## config.mk

```make
export PLATFORM = sky130hd
export DESIGN_NAME = mlic_top
export DESIGN_NICKNAME = d
export VERILOG_FILES = /design/src/mlic_pkg.sv /design/src/mlic_cfg_if.sv /design/src/mlic_cfg_mem.sv /design/src/mlic_top.sv
export SDC_FILE = /design/constraint.sdc
export NUM_CORES = 1
export LEC_CHECK = 0
export BUFFER_PORTS_ARGS = -buffer_cell sky130_fd_sc_hd__buf_2
export CORE_MARGIN = 2
export CORE_UTILIZATION = 49
export DETAILED_ROUTE_END_ITERATION = 10
export GPL_ROUTABILITY_DRIVEN = 0
export HOLD_SLACK_MARGIN = 0.1
export PLACE_DENSITY = 0.74
export SLEW_MARGIN = 10
export SYNTH_ARGS = -nofsm -noshare
export SYNTH_HDL_FRONTEND = slang
export SYNTH_SLANG_ARGS = --single-unit
export TNS_END_PERCENT = 20
```

## constraint.sdc

```tcl
create_clock -name clk_i -period 4.19 [get_ports clk_i]
set_input_delay 0.6285 -clock clk_i [delete_from_list [all_inputs] [get_ports clk_i]]
set_output_delay 0.6285 -clock clk_i [all_outputs]
set_load 0.01 [all_outputs]
```

## src/mlic_pkg.sv

```systemverilog
// Constants, register map and vector table of the multilevel interrupt controller.
package mlic_pkg;

  // ----------------------------------------
  // Sources and vector table
  // ----------------------------------------
  localparam int NUM_SRC = 12;
  localparam int SRC_W = 4;
  localparam int VEC_W = 16;
  localparam logic [VEC_W-1:0] RESET_VECTOR = 16'h0000;
  localparam logic [VEC_W-1:0] OSC_FAIL_VECTOR = 16'h0002;
  localparam logic [VEC_W-1:0] PORT_R_VECTOR = 16'h0004;
  localparam logic [VEC_W-1:0] DMA_VECTOR_BASE = 16'h0006;
  localparam logic [VEC_W-1:0] RTC_VECTOR_BASE = 16'h000e;
  localparam logic [VEC_W-1:0] PORT_C_VECTOR = 16'h0012;
  localparam logic [VEC_W-1:0] TWO_WIRE_VECTOR_BASE = 16'h0014;
  localparam logic [VEC_W-1:0] FIRST_TIMER_VECTOR_BASE = 16'h0018;
  localparam logic [VEC_W-1:0] SRC_BASE [NUM_SRC] = '{
    PORT_R_VECTOR, DMA_VECTOR_BASE, DMA_VECTOR_BASE, DMA_VECTOR_BASE, DMA_VECTOR_BASE,
    RTC_VECTOR_BASE, RTC_VECTOR_BASE, PORT_C_VECTOR, TWO_WIRE_VECTOR_BASE, TWO_WIRE_VECTOR_BASE,
    FIRST_TIMER_VECTOR_BASE, FIRST_TIMER_VECTOR_BASE};
  localparam logic [VEC_W-1:0] SRC_OFFSET [NUM_SRC] = '{
    16'h0000, 16'h0000, 16'h0002, 16'h0004, 16'h0006, 16'h0000,
    16'h0002, 16'h0000, 16'h0000, 16'h0002, 16'h0000, 16'h0002};

  // ----------------------------------------
  // Levels and per-source configuration
  // ----------------------------------------
  localparam logic [1:0] LVL_LOW = 2'h0;
  localparam logic [1:0] LVL_MED = 2'h1;
  localparam logic [1:0] LVL_HIGH = 2'h2;
  localparam logic [1:0] LVL_NMI = 2'h3;
  localparam int CFG_W = 3;
  localparam int CFG_EN_BIT = 0;
  localparam int CFG_LVL_LSB = 1;
  localparam logic [CFG_W-1:0] CFG_RESET = 3'h0;

  // ----------------------------------------
  // Register map
  // ----------------------------------------
  localparam int ADDR_W = 8;
  localparam logic [ADDR_W-1:0] REG_CTRL = 8'h00;
  localparam logic [ADDR_W-1:0] REG_ACTIVE = 8'h04;
  localparam logic [ADDR_W-1:0] REG_RR_LAST = 8'h08;
  localparam logic [ADDR_W-1:0] REG_EVT_STATUS = 8'h0c;
  localparam logic [ADDR_W-1:0] REG_EVT_CLEAR = 8'h10;
  localparam logic [ADDR_W-1:0] REG_EVT_ENABLE = 8'h14;
  localparam logic [ADDR_W-1:0] REG_SRC_CFG = 8'h40;
  localparam int CTRL_LO_EN = 0;
  localparam int CTRL_MED_EN = 1;
  localparam int CTRL_HI_EN = 2;
  localparam int CTRL_RR_EN = 6;
  localparam int CTRL_BOOT_SEL = 7;
  localparam logic [7:0] CTRL_RESET = 8'h00;
  localparam logic [SRC_W-1:0] RR_LAST_RESET = 4'hb;
  localparam int EVT_W = 3;
  localparam int EVT_TAKEN = 0;
  localparam int EVT_NMI = 1;
  localparam int EVT_STRAY_RETURN = 2;
  localparam logic [EVT_W-1:0] EVT_RESET = 3'h0;

  // ----------------------------------------
  // Bus handshake states
  // ----------------------------------------
  typedef enum logic [2:0] {
    BUS_IDLE = 3'b001,
    BUS_FETCH = 3'b010,
    BUS_DONE = 3'b100
  } mlic_bus_state_t;

endpackage

```

## src/mlic_cfg_if.sv

```systemverilog
// Interface between the controller and its per-source configuration store.
`timescale 1ns/100ps
interface mlic_cfg_if;
  logic we;
  logic [mlic_pkg::SRC_W-1:0] addr;
  logic [mlic_pkg::CFG_W-1:0] wdata;
  logic [mlic_pkg::CFG_W-1:0] rdata;
  logic [mlic_pkg::NUM_SRC*mlic_pkg::CFG_W-1:0] cfg_flat;
  modport ctrl (output we, output addr, output wdata, input rdata, input cfg_flat);
  modport mem (input we, input addr, input wdata, output rdata, output cfg_flat);
endinterface

```

## src/mlic_cfg_mem.sv

```systemverilog
// Per-source enable and level store with a registered read port.
`timescale 1ns/100ps
module mlic_cfg_mem (
  input wire logic clk_i,
  input wire logic reset_i,
  mlic_cfg_if.mem cfg
);

  logic [mlic_pkg::CFG_W-1:0] cell_r [mlic_pkg::NUM_SRC];
  logic [mlic_pkg::CFG_W-1:0] rdata_r;

  // ----------------------------------------
  // Storage cells
  // ----------------------------------------
  genvar gi;
  generate
    for (gi = 0; gi < mlic_pkg::NUM_SRC; gi++) begin : g_cell
      always_ff @(posedge clk_i) begin
        if (reset_i) begin
          cell_r[gi] <= mlic_pkg::CFG_RESET;
        end else if (cfg.we && cfg.addr == mlic_pkg::SRC_W'(gi)) begin
          cell_r[gi] <= cfg.wdata;
        end
      end
      assign cfg.cfg_flat[gi*mlic_pkg::CFG_W +: mlic_pkg::CFG_W] = cell_r[gi];
    end
  endgenerate

  // ----------------------------------------
  // Read port
  // ----------------------------------------
  wire logic addr_ok = cfg.addr < mlic_pkg::SRC_W'(mlic_pkg::NUM_SRC);

  always_ff @(posedge clk_i) begin
    if (reset_i) begin
      rdata_r <= mlic_pkg::CFG_RESET;
    end else begin
      rdata_r <= addr_ok ? cell_r[cfg.addr] : mlic_pkg::CFG_RESET;
    end
  end

  assign cfg.rdata = rdata_r;

endmodule

```

## src/mlic_top.sv

```systemverilog
// Multilevel interrupt controller with an Avalon-MM register slave.
`timescale 1ns/100ps

// Overview of operation
// Each source configured to low, medium, high.
// Medium request preempts running low handler.
// High request preempts medium and low handlers.
// Same level: lowest vector address wins.
// Optional round-robin among low requests.
// Non-maskable request ignores all masking.
// Every source has own enable and level.
// Enabled source requests while condition present.
// Acknowledge loads program counter with vector.
// Vector equals peripheral base plus offset.
// Vectors are program word addresses.
// Vector table relocatable to boot section.
// Reset at zero, oscillator failure next.
// Peripheral bases at fixed word addresses.
// Entry pushes return address onto stack.
// Handler software saves flags register itself; the cpu model saves flags_r on entry and restores it on return.
// Return clears highest level in service.
// Last low source served drops lowest.
module mlic_top #(
  parameter logic [mlic_pkg::VEC_W-1:0] BOOT_BASE = 16'h4000
) (
  input wire logic clk_i,
  input wire logic reset_i,
  input wire logic [mlic_pkg::NUM_SRC-1:0] src_cond_i,
  input wire logic osc_fail_i,
  input wire logic global_en_i,
  input wire logic ack_i,
  input wire logic reti_i,
  input wire logic [mlic_pkg::VEC_W-1:0] return_pc_i,
  output logic cpu_irq_o,
  output logic pc_load_o,
  output logic [mlic_pkg::VEC_W-1:0] pc_vector_o,
  output logic stack_push_o,
  output logic [mlic_pkg::VEC_W-1:0] stack_pc_o,
  output logic reset_entry_o,
  input wire logic [mlic_pkg::ADDR_W-1:0] avs_address_i,
  input wire logic avs_read_i,
  input wire logic avs_write_i,
  input wire logic [31:0] avs_writedata_i,
  input wire logic [3:0] avs_byteenable_i,
  output logic [31:0] avs_readdata_o,
  output logic avs_waitrequest_o,
  output logic irq_o
);

  // ----------------------------------------
  // Declarations
  // ----------------------------------------
  mlic_cfg_if cfg ();
  mlic_pkg::mlic_bus_state_t bus_r, bus_nxt;
  logic [7:0] ctrl_r;
  logic [3:0] act_r, act_nxt;
  logic [mlic_pkg::SRC_W-1:0] rr_last_r;
  logic [mlic_pkg::EVT_W-1:0] evt_sts_r, evt_en_r, evt_set;
  logic [31:0] rdata_r, rdata_nxt;
  logic wait_r;
  logic cand_vld_r, cand_nxt_vld;
  logic [1:0] cand_lvl_r, cand_nxt_lvl;
  logic [mlic_pkg::SRC_W-1:0] cand_src_r, cand_nxt_src;
  logic [mlic_pkg::VEC_W-1:0] cand_vec_r, cand_nxt_vec;
  logic pc_load_r, push_r, irq_r, reset_entry_r;
  logic [mlic_pkg::VEC_W-1:0] pc_vec_r, stack_pc_r;
  logic [mlic_pkg::NUM_SRC-1:0] pend_lo, pend_med, pend_hi;
  logic [mlic_pkg::SRC_W-1:0] pick_lo, pick_med, pick_hi;
  logic [mlic_pkg::VEC_W-1:0] vec_of [mlic_pkg::NUM_SRC];

  // ----------------------------------------
  // Per-source requests and vectors
  // ----------------------------------------
  genvar gi;
  generate
    for (gi = 0; gi < mlic_pkg::NUM_SRC; gi++) begin : g_src
      wire logic [mlic_pkg::CFG_W-1:0] c = cfg.cfg_flat[gi*mlic_pkg::CFG_W +: mlic_pkg::CFG_W];
      wire logic [1:0] lvl = c[mlic_pkg::CFG_LVL_LSB +: 2];
      wire logic req = src_cond_i[gi] && c[mlic_pkg::CFG_EN_BIT];
      assign pend_lo[gi] = req && lvl == mlic_pkg::LVL_LOW;
      assign pend_med[gi] = req && lvl == mlic_pkg::LVL_MED;
      assign pend_hi[gi] = req && lvl == mlic_pkg::LVL_HIGH;
      assign vec_of[gi] = mlic_pkg::SRC_BASE[gi] + mlic_pkg::SRC_OFFSET[gi];
    end
  endgenerate

  // ----------------------------------------
  // Selection within a level
  // ----------------------------------------
  function automatic logic [mlic_pkg::SRC_W-1:0] first_set(input logic [mlic_pkg::NUM_SRC-1:0] m);
    logic [mlic_pkg::SRC_W-1:0] r;
    r = '0;
    for (int k = mlic_pkg::NUM_SRC - 1; k >= 0; k--) begin
      if (m[k]) begin
        r = k[mlic_pkg::SRC_W-1:0];
      end
    end
    return r;
  endfunction

  function automatic logic [mlic_pkg::SRC_W-1:0] rr_pick(input logic [mlic_pkg::NUM_SRC-1:0] m,
                                                         input logic [mlic_pkg::SRC_W-1:0] last);
    logic [mlic_pkg::SRC_W-1:0] r;
    logic found;
    int idx;
    r = '0;
    found = 1'b0;
    for (int k = 1; k <= mlic_pkg::NUM_SRC; k++) begin
      idx = (int'(last) + k) % mlic_pkg::NUM_SRC;
      if (!found && m[idx]) begin
        r = idx[mlic_pkg::SRC_W-1:0];
        found = 1'b1;
      end
    end
    return r;
  endfunction

  assign pick_hi = first_set(pend_hi);
  assign pick_med = first_set(pend_med);
  assign pick_lo = ctrl_r[mlic_pkg::CTRL_RR_EN] ? rr_pick(pend_lo, rr_last_r) : first_set(pend_lo);

  // ----------------------------------------
  // Arbitration between levels
  // ----------------------------------------
  wire logic [mlic_pkg::VEC_W-1:0] table_base = ctrl_r[mlic_pkg::CTRL_BOOT_SEL] ? BOOT_BASE : '0;
  wire logic want_nmi = osc_fail_i && !act_r[mlic_pkg::LVL_NMI];
  wire logic want_hi = global_en_i && ctrl_r[mlic_pkg::CTRL_HI_EN] && (|pend_hi)
                       && !act_r[mlic_pkg::LVL_NMI] && !act_r[mlic_pkg::LVL_HIGH];
  wire logic want_med = global_en_i && ctrl_r[mlic_pkg::CTRL_MED_EN] && (|pend_med)
                        && !act_r[mlic_pkg::LVL_NMI] && !act_r[mlic_pkg::LVL_HIGH]
                        && !act_r[mlic_pkg::LVL_MED];
  wire logic want_lo = global_en_i && ctrl_r[mlic_pkg::CTRL_LO_EN] && (|pend_lo) && act_r == 4'h0;
  wire logic take = ack_i && cand_vld_r;

  always_comb begin
    cand_nxt_vld = 1'b1;
    cand_nxt_lvl = mlic_pkg::LVL_NMI;
    cand_nxt_src = '0;
    cand_nxt_vec = table_base + mlic_pkg::OSC_FAIL_VECTOR;
    if (want_nmi) begin
      cand_nxt_lvl = mlic_pkg::LVL_NMI;
    end else if (want_hi) begin
      cand_nxt_lvl = mlic_pkg::LVL_HIGH;
      cand_nxt_src = pick_hi;
      cand_nxt_vec = table_base + vec_of[pick_hi];
    end else if (want_med) begin
      cand_nxt_lvl = mlic_pkg::LVL_MED;
      cand_nxt_src = pick_med;
      cand_nxt_vec = table_base + vec_of[pick_med];
    end else if (want_lo) begin
      cand_nxt_lvl = mlic_pkg::LVL_LOW;
      cand_nxt_src = pick_lo;
      cand_nxt_vec = table_base + vec_of[pick_lo];
    end else begin
      cand_nxt_vld = 1'b0;
    end
  end

  // ----------------------------------------
  // Levels in service
  // ----------------------------------------
  wire logic stray_ret = reti_i && act_r == 4'h0;

  always_comb begin
    act_nxt = act_r;
    if (reti_i) begin
      if (act_r[mlic_pkg::LVL_NMI]) begin
        act_nxt[mlic_pkg::LVL_NMI] = 1'b0;
      end else if (act_r[mlic_pkg::LVL_HIGH]) begin
        act_nxt[mlic_pkg::LVL_HIGH] = 1'b0;
      end else if (act_r[mlic_pkg::LVL_MED]) begin
        act_nxt[mlic_pkg::LVL_MED] = 1'b0;
      end else begin
        act_nxt[mlic_pkg::LVL_LOW] = 1'b0;
      end
    end
    if (take) begin
      act_nxt[cand_lvl_r] = 1'b1;
    end
  end

  always_ff @(posedge clk_i) begin
    if (reset_i) begin
      act_r <= 4'h0;
      rr_last_r <= mlic_pkg::RR_LAST_RESET;
      cand_vld_r <= 1'b0;
      cand_lvl_r <= mlic_pkg::LVL_LOW;
      cand_src_r <= '0;
      cand_vec_r <= mlic_pkg::RESET_VECTOR;
    end else begin
      act_r <= act_nxt;
      if (take && cand_lvl_r == mlic_pkg::LVL_LOW) begin
        rr_last_r <= cand_src_r;
      end
      cand_vld_r <= take ? 1'b0 : cand_nxt_vld;
      cand_lvl_r <= cand_nxt_lvl;
      cand_src_r <= cand_nxt_src;
      cand_vec_r <= cand_nxt_vec;
    end
  end

  // ----------------------------------------
  // Program flow outputs
  // ----------------------------------------
  always_ff @(posedge clk_i) begin
    if (reset_i) begin
      irq_r <= 1'b0;
      pc_load_r <= 1'b0;
      push_r <= 1'b0;
      pc_vec_r <= mlic_pkg::RESET_VECTOR;
      stack_pc_r <= '0;
      reset_entry_r <= 1'b1;
    end else begin
      irq_r <= cand_nxt_vld && !take;
      pc_load_r <= take;
      push_r <= take;
      reset_entry_r <= 1'b0;
      if (take) begin
        pc_vec_r <= cand_vec_r;
        stack_pc_r <= return_pc_i;
      end
    end
  end

  // ----------------------------------------
  // Register bus handshake
  // ----------------------------------------
  wire logic bus_req = avs_read_i || avs_write_i;
  wire logic bus_wr = avs_write_i && avs_byteenable_i[0] && bus_r == mlic_pkg::BUS_DONE;
  wire logic hit_cfg = avs_address_i >= mlic_pkg::REG_SRC_CFG
                       && avs_address_i < mlic_pkg::REG_SRC_CFG + mlic_pkg::ADDR_W'(4 * mlic_pkg::NUM_SRC);
  wire logic [mlic_pkg::ADDR_W-1:0] cfg_off = avs_address_i - mlic_pkg::REG_SRC_CFG;

  assign cfg.addr = cfg_off[2 +: mlic_pkg::SRC_W];
  assign cfg.we = bus_wr && hit_cfg;
  assign cfg.wdata = avs_writedata_i[mlic_pkg::CFG_W-1:0];

  always_comb begin
    case (bus_r)
      mlic_pkg::BUS_IDLE: bus_nxt = bus_req ? mlic_pkg::BUS_FETCH : mlic_pkg::BUS_IDLE;
      mlic_pkg::BUS_FETCH: bus_nxt = mlic_pkg::BUS_DONE;
      mlic_pkg::BUS_DONE: bus_nxt = mlic_pkg::BUS_IDLE;
      default: bus_nxt = mlic_pkg::BUS_IDLE;
    endcase
  end

  always_comb begin
    rdata_nxt = 32'h0000_0000;
    if (hit_cfg) begin
      rdata_nxt[mlic_pkg::CFG_W-1:0] = cfg.rdata;
    end else begin
      case (avs_address_i)
        mlic_pkg::REG_CTRL: rdata_nxt[7:0] = ctrl_r;
        mlic_pkg::REG_ACTIVE: rdata_nxt[3:0] = act_r;
        mlic_pkg::REG_RR_LAST: rdata_nxt[mlic_pkg::SRC_W-1:0] = rr_last_r;
        mlic_pkg::REG_EVT_STATUS: rdata_nxt[mlic_pkg::EVT_W-1:0] = evt_sts_r;
        mlic_pkg::REG_EVT_ENABLE: rdata_nxt[mlic_pkg::EVT_W-1:0] = evt_en_r;
        default: rdata_nxt = 32'h0000_0000;
      endcase
    end
  end

  always_ff @(posedge clk_i) begin
    if (reset_i) begin
      bus_r <= mlic_pkg::BUS_IDLE;
      wait_r <= 1'b1;
      rdata_r <= 32'h0000_0000;
    end else begin
      bus_r <= bus_nxt;
      wait_r <= bus_r != mlic_pkg::BUS_FETCH;
      if (bus_r == mlic_pkg::BUS_FETCH) begin
        rdata_r <= avs_read_i ? rdata_nxt : 32'h0000_0000;
      end
    end
  end

  // ----------------------------------------
  // Control and event registers
  // ----------------------------------------
  assign evt_set[mlic_pkg::EVT_TAKEN] = take && cand_lvl_r != mlic_pkg::LVL_NMI;
  assign evt_set[mlic_pkg::EVT_NMI] = take && cand_lvl_r == mlic_pkg::LVL_NMI;
  assign evt_set[mlic_pkg::EVT_STRAY_RETURN] = stray_ret;
  wire logic [mlic_pkg::EVT_W-1:0] evt_clr = (bus_wr && avs_address_i == mlic_pkg::REG_EVT_CLEAR)
                                             ? avs_writedata_i[mlic_pkg::EVT_W-1:0] : '0;

  always_ff @(posedge clk_i) begin
    if (reset_i) begin
      ctrl_r <= mlic_pkg::CTRL_RESET;
      evt_sts_r <= mlic_pkg::EVT_RESET;
      evt_en_r <= mlic_pkg::EVT_RESET;
      irq_o <= 1'b0;
    end else begin
      if (bus_wr && avs_address_i == mlic_pkg::REG_CTRL) begin
        ctrl_r <= avs_writedata_i[7:0];
      end
      if (bus_wr && avs_address_i == mlic_pkg::REG_EVT_ENABLE) begin
        evt_en_r <= avs_writedata_i[mlic_pkg::EVT_W-1:0];
      end
      evt_sts_r <= (evt_sts_r & ~evt_clr) | evt_set;
      irq_o <= |(evt_sts_r & evt_en_r);
    end
  end

  // ----------------------------------------
  // Configuration store and outputs
  // ----------------------------------------
  mlic_cfg_mem u_cfg_mem (
    .clk_i(clk_i),
    .reset_i(reset_i),
    .cfg(cfg)
  );

  assign cpu_irq_o = irq_r;
  assign pc_load_o = pc_load_r;
  assign pc_vector_o = pc_vec_r;
  assign stack_push_o = push_r;
  assign stack_pc_o = stack_pc_r;
  assign reset_entry_o = reset_entry_r;
  assign avs_readdata_o = rdata_r;
  assign avs_waitrequest_o = wait_r;

endmodule

```

# Word-level counts from Yosys, hierarchy flattened
# Memory sizes are Yosys's and may differ from the RTL's. A register that Yosys moved wholly into a read port is not among the register bits.
# Cells that the tools add are included.
# word_totals
input_bits,80
wordCells,459
register_bits,117
ramBits,36
latchBits,0
out_inout_bits,70
rom_bits,768
mem_count,4
# memory_table
memory,words,width,rd,rd_clocked_by_memory_dff,write_ports,line_no,text
(no name shown),16,16,1,0,0,mlic_top.sv:153,cand_nxt_vec = table_base + vec_of[pick_lo];
(no name shown),16,16,1,0,0,mlic_top.sv:149,cand_nxt_vec = table_base + vec_of[pick_med];
(no name shown),16,16,1,0,0,mlic_top.sv:145,cand_nxt_vec = table_base + vec_of[pick_hi];
u_cfg_mem.cell_r,12,3,13,1,12,mlic_cfg_mem.sv:9,logic [mlic_pkg::CFG_W-1:0] cell_r [mlic_pkg::NUM_SRC];
# classes
order_cmp,20
shift,0
n_addsub,17
div_mod_pow,12
n_eq_ne,46
mul,0
mux,184
n_bitwise,21
n_reduce_logical,137
# ops
op,n
less-than comparator 32 x 6 -> 1 bit (second input constant),12
remainder unit 32 x 5 -> 32 bit (second input constant),12
2-to-1 mux 4 bit,55
2-to-1 mux 16 bit,10
logical AND 1 bit,98
2-to-1 mux 1 bit,79
adder 15 x 16 -> 16 bit,3
binary-select mux 1 bit (select 4 bit),12
2-to-1 mux 3 bit,15
OR reduction 12 bit,3
2-to-1 mux 32 bit,1
equality test 2 bit (second input constant),13
zero test 2 bit,13
adder 4 x 4 -> 5 bit (second input constant),5
equality test 2 x 1 -> 1 bit (second input constant),12
adder 4 x 3 -> 5 bit (second input constant),4
adder 15 x 2 -> 16 bit (second input constant),1
equality test 4 x 3 -> 1 bit (second input constant),4
equality test 4 bit (second input constant),4
equality test 8 x 4 -> 1 bit (second input constant),2
equality test 8 x 5 -> 1 bit (second input constant),2
greater-or-equal comparator 5 bit (second input constant),3
zero test 1 bit,15
2-to-1 mux 15 bit,1
34 further kinds,58

# Logic depth before layout (Yosys ltp)
# An unclocked memory read counts as a cell.
# depth
word_depth,50
ltp_mapped,23
depth_no_buf,22

# By module
# Synthesis repeated with hierarchy kept, for this count alone.
# hier_totals
cells_unflattened,1036
area_unflattened_um2,8802.2
# by_module_without_submodules
module,cells_per_inst,seq_area_each_um2,area_each_um2,n_inst
mlic_top,883,1421.4,6852.8,1
mlic_cfg_mem,153,1141.1,1949.4,1

# Worst setup path before layout
# OpenSTA, ideal clock, no wires.
# synth_timing
path_kind,reg-to-reg
from,register rr_last_r[2] in the netlist's numbering
to,register cand_vec_r[3] in the netlist's numbering
setup_time_ns,0.120
t_arrival_ns,4.406
slack_ns,-0.336
path_stages_with_launch,21
period_less_slack_ns,4.526
required_ns,4.070
path_cell_list,dfxtp_1 > buf_6 > inv_1 > ha_1 > buf_2 > nor2b_1 > or2_2 > ha_1 > nor2b_1 > o21ai_0 > a31oi_1 > nor3b_1 > or3b_1 > a2111oi_4 > nand3_1 > o211a_1 > a21o_1 > ha_1 > a211o_1 > o211ai_1 > a21oi_1
# synth_between
elab_chain_cells,49
word_cells_on_any_way,115
classes_between,add/sub (13); div (12); mux (66); bitwise (1); reduce/logical (22); memory (1)
# synth_lines
item,line_no,text
from (decl),mlic_top.sv:57,logic [mlic_pkg::SRC_W-1:0] rr_last_r;
from (signal assigned),mlic_top.sv:185,rr_last_r <= mlic_pkg::RR_LAST_RESET;
from (signal assigned),mlic_top.sv:193,rr_last_r <= cand_src_r;
adder 4 x 1 -> 5 bit,mlic_top.sv:109,idx = (int'(last) + k) % mlic_pkg::NUM_SRC;
remainder unit 32 x 5 -> 32 bit,mlic_top.sv:109,
binary-select mux 1 bit (select 4 bit),mlic_top.sv:110,if (!found && m[idx]) begin
2-to-1 mux 1 bit (implied by the code) (2 in a row),mlic_top.sv:110,
2-to-1 mux 1 bit,mlic_top.sv:110,
zero test 1 bit,mlic_top.sv:110,
logical AND 1 bit,mlic_top.sv:110,
2-to-1 mux 1 bit,mlic_top.sv:110,
[... 31 more ...],n/a,
NOT 4 -> 5 bit (implied by the code) (*),mlic_top.sv:153,
memory read (16 x 16 bit) (*),n/a,
2-to-1 mux 16 bit (implied by the code) (*) (2 in a row),mlic_top.sv:153,
adder 15 x 16 -> 16 bit (*),mlic_top.sv:153,
2-to-1 mux 16 bit (*),mlic_top.sv:150,end else if (want_lo) begin
2-to-1 mux 16 bit (*),mlic_top.sv:146,end else if (want_med) begin
2-to-1 mux 16 bit (*),mlic_top.sv:142,end else if (want_hi) begin
2-to-1 mux 16 bit (*),mlic_top.sv:140,if (want_nmi) begin
to (signal assigned),mlic_top.sv:189,cand_vec_r <= mlic_pkg::RESET_VECTOR;
to (signal assigned),mlic_top.sv:198,cand_vec_r <= cand_nxt_vec;
to (decl),mlic_top.sv:64,"logic [mlic_pkg::VEC_W-1:0] cand_vec_r, cand_nxt_vec;"
# Every way passes the cells marked *; elsewhere a longest branch is shown, timed or not. The select of a mux whose other input is x is not followed.
# A chain may end at the register's enable or synchronous reset.

# Worst setup path after layout
# Ends and elaborated chain as after synthesis.

==> run metrics <==
Main synth FF type=dfxtp_1; Port Buffers=87; DR vias/cell=5.96; Initial Utilization=50.1%; DR pass1 iterations=6; first-pass GRT wire length=38600 um; Setup WS pre-CTS=-251 ps; PnR worst setup slack=-151 ps; GR Util All Layers=26.0%; Clock Skew=16.2 ps; Fillers=1443; unrepaired setup endpoints after global routing=true; worst hold start=cand_vec_r[14]; Yosys cell types=95; HP Class=register to register; Combinational Power Share=18.4%; Crit Reg-Reg Endpoint=cand_vec_r[3]; antenna violations before repair=0; startpoint types=register; final instance area=0.0107 mm^2; WP data arrival=4580 ps; Post-Synthesis Cells=1014; WL final=24900 um; TritonCTS clock tree=done; hold path depth=2; Crit-path slowest cell=or4_4; routed len/inst=17.4 um; Die X=137 um; worst r2r path cells=19; required time worst endpoint=4430 ps; hold path endpoint=pc_vector_o[14]; Max Freq=0.230 GHz; final hold violations=0; Multi-input gate area=0.00592 mm^2; layout cells sized above 1=30.2%; synthesized area=0.00863 mm^2; Clock Path Buffers=2; vias in the first global route=7879; max_cap viols=0; # rows=48; total power=2.47 mW; CTS H-Tree Depth=3; gr ovfl total=0; register area=0.00257 mm^2; fin. max-slew vios=0; YS warnings=0; DRC Markers=0; Post-synth EDFFs=36; Pwr Density=230 mW/mm^2; P_sw=0.716 mW; Worst-path clk slew=90 ps; Root Buffer=clkbuf_16; max_slew headroom=39.6%; worst slew pin tran=899 ps; nets=1319; Core Area=0.0172 mm^2; # clock sinks=110; final setup violation count=4; Critical Path Sink Type=register; switching fraction of total power=29.0%; crit path max fanout=8; period utilisation layout=104%; Hold-fix buffers, CTS=0; dpl cell area=0.0101 mm^2; crit-path cells=ha_4 > and3b_2 > nor2_4 > ha_4 > nand2b_4 > or4_4 > a221oi_4 > buf_4 > mux2_4 > nand3_4 > a2111oi_4 > buf_4 > o211a_1 > nand3b_1 > o32ai_4 > ha_1 > a211o_1 > o211ai_1 > a21oi_1; commonest cells after routing, fill and taps aside=136 x buf_4, 117 x nand2_1, 108 x nor2_1, 87 x buf_2, 70 x dfxtp_1; clock power share=35.0%; Die Height=137 um; Mean Syn Cell Area=8.51 um^2; Final min period=4340 ps; Internal Power=1.75 mW; worst reg2reg startpoint=rr_last_r[2]; half-perimeter wire length after placement=19000 um; TritonCTS Buffers=9; Die ar.=0.0187 mm^2; n_diodes=0; Setup CP Type=register to register; register share of total power=46.6%; Slowest Stage Delay on Critical Path=430 ps; maximum vdd drop=0.409 mV; Final ANT Viol Nets=0; Area Growth Syn to Fin=24.2%; DRT iter0 DRCs=648; reg-to-reg setup timing slack=-150 ps; largest net degree at the start of global routing=49; IO Pins=150; leakage power=4.36 nW; FFs w/ async S/R, synth=0%; commonest non-fill, non-tap cell in the layout=buf_4; number of synthesized register bits=110; failing checks=setup timing; Worst-Skew Late Latency=360 ps; outcome=finished, violations left; Seq/Total Area, Yosys=29.7%; via count=8557
worst max path at each step:
stage            startpoint       endpoint  slack (ps)
5_1_grt        rr_last_r[2]  cand_vec_r[3]        -320
3_3_place_gp   rr_last_r[2]  cand_vec_r[3]        -130
6_report       rr_last_r[2]  cand_vec_r[3]        -150
3_5_place_dp   rr_last_r[2]  cand_vec_r[3]        -250
4_1_cts        rr_last_r[2]  cand_vec_r[3]         -80
2_1_floorplan  rr_last_r[3]  cand_vec_r[3]         -50
flip-flops by register name, summed over array words and instances (netlist names), 4 cells and up:
signal,count
pc_vector_o,5
avs_readdata_o,8
act_r,4
u_cfg_mem.cell_r,36
rr_last_r,4
cand_vec_r,5
stack_pc_o,16
ctrl_r,8
cand_src_r,4
kinds of logic after synthesis:
logic type	count (synthesis)	synth area share [%]
muxes	45	8.12
DFF	110	29.7
buffers and inverters	115	7.15
AOI/OAI and AO/OA	269	21.8
and+or+nand+nor	432	26.8
xor gates and xnor gates	8	1.51
adders and majority gates	34	4.93
other	1	0.0435
synthesized netlist by cell type (all sizes together) (15+ instances only):
cell type / count / area share [%]
inv: 36 / 1.6
nand3: 35 / 2.1
o21ai: 53 / 3.2
a21oi: 71 / 4.3
nor3: 20 / 1.2
mux2i: 22 / 2.6
ha: 34 / 4.9
nor2: 110 / 4.8
nand2b: 16 / 1.2
nand4b: 15 / 1.5
buf: 51 / 4.3
mux4: 19 / 5.0
edfxtp: 36 / 13
clkbuf: 28 / 1.2
nand2: 118 / 5.1
dfxtp: 74 / 17
power groups by stage:
stage	registers, mW	logic [mW]	clock network, mW
2_1_floorplan	1.17	0.287	0
3_3_place_gp	1.17	0.411	0
3_5_place_dp	1.17	0.419	0
4_1_cts	1.15	0.431	0.873
5_1_grt	1.15	0.491	0.909
6_report	1.15	0.454	0.866
per-layer routing:
layer	share of wire, %	track usage (%)
met2	50	44.6
met5	0	0
met3	5.2	3.04
met4	3.0	9.95
met1	42	33.4
metrics by stage:
stage               util [%]  hold WS, ps  std cells  TNS, ps
floorplan                  -          417       1048    -48.1
global placement        58.4          423       1410     -217
detailed placement      58.4          432       1410     -549
CTS                     61.1          441       1430    -80.7
global route            62.2          461       1435    -1150
finish                  62.2          437       1435     -225
critical path: cells and delay by family, from the launching register on:
family | cells | cell delay, ps
buffers and inverters | 2 | 350
adder cells (fa/ha/maj) | 3 | 670
flip-flops | 1 | 410
multiplexers | 1 | 320
AO/OA/AOI/OAI | 7 | 1280
AND/OR/NAND/NOR | 6 | 1200
cell type report:
| class | instances | share of cell area [%] |
|---|---|---|
| multi-input cells | 823 | 55.2 |
| flip-flops and latches | 110 | 24.0 |
| repair buffers | 225 | 13.8 |
| well taps | 225 | 2.63 |
| clock buffers | 9 | 2.10 |
| inverters | 36 | 1.42 |
| clock inverters | 7 | 0.794 |
timing repair:
item	4_1_cts	5_1_grt
setup endpoints to repair	5	8
pin swaps	6	17
resized for setup	29	28
setup buffers	4	5
No activity file was read; power rests on OpenSTA's default activity.
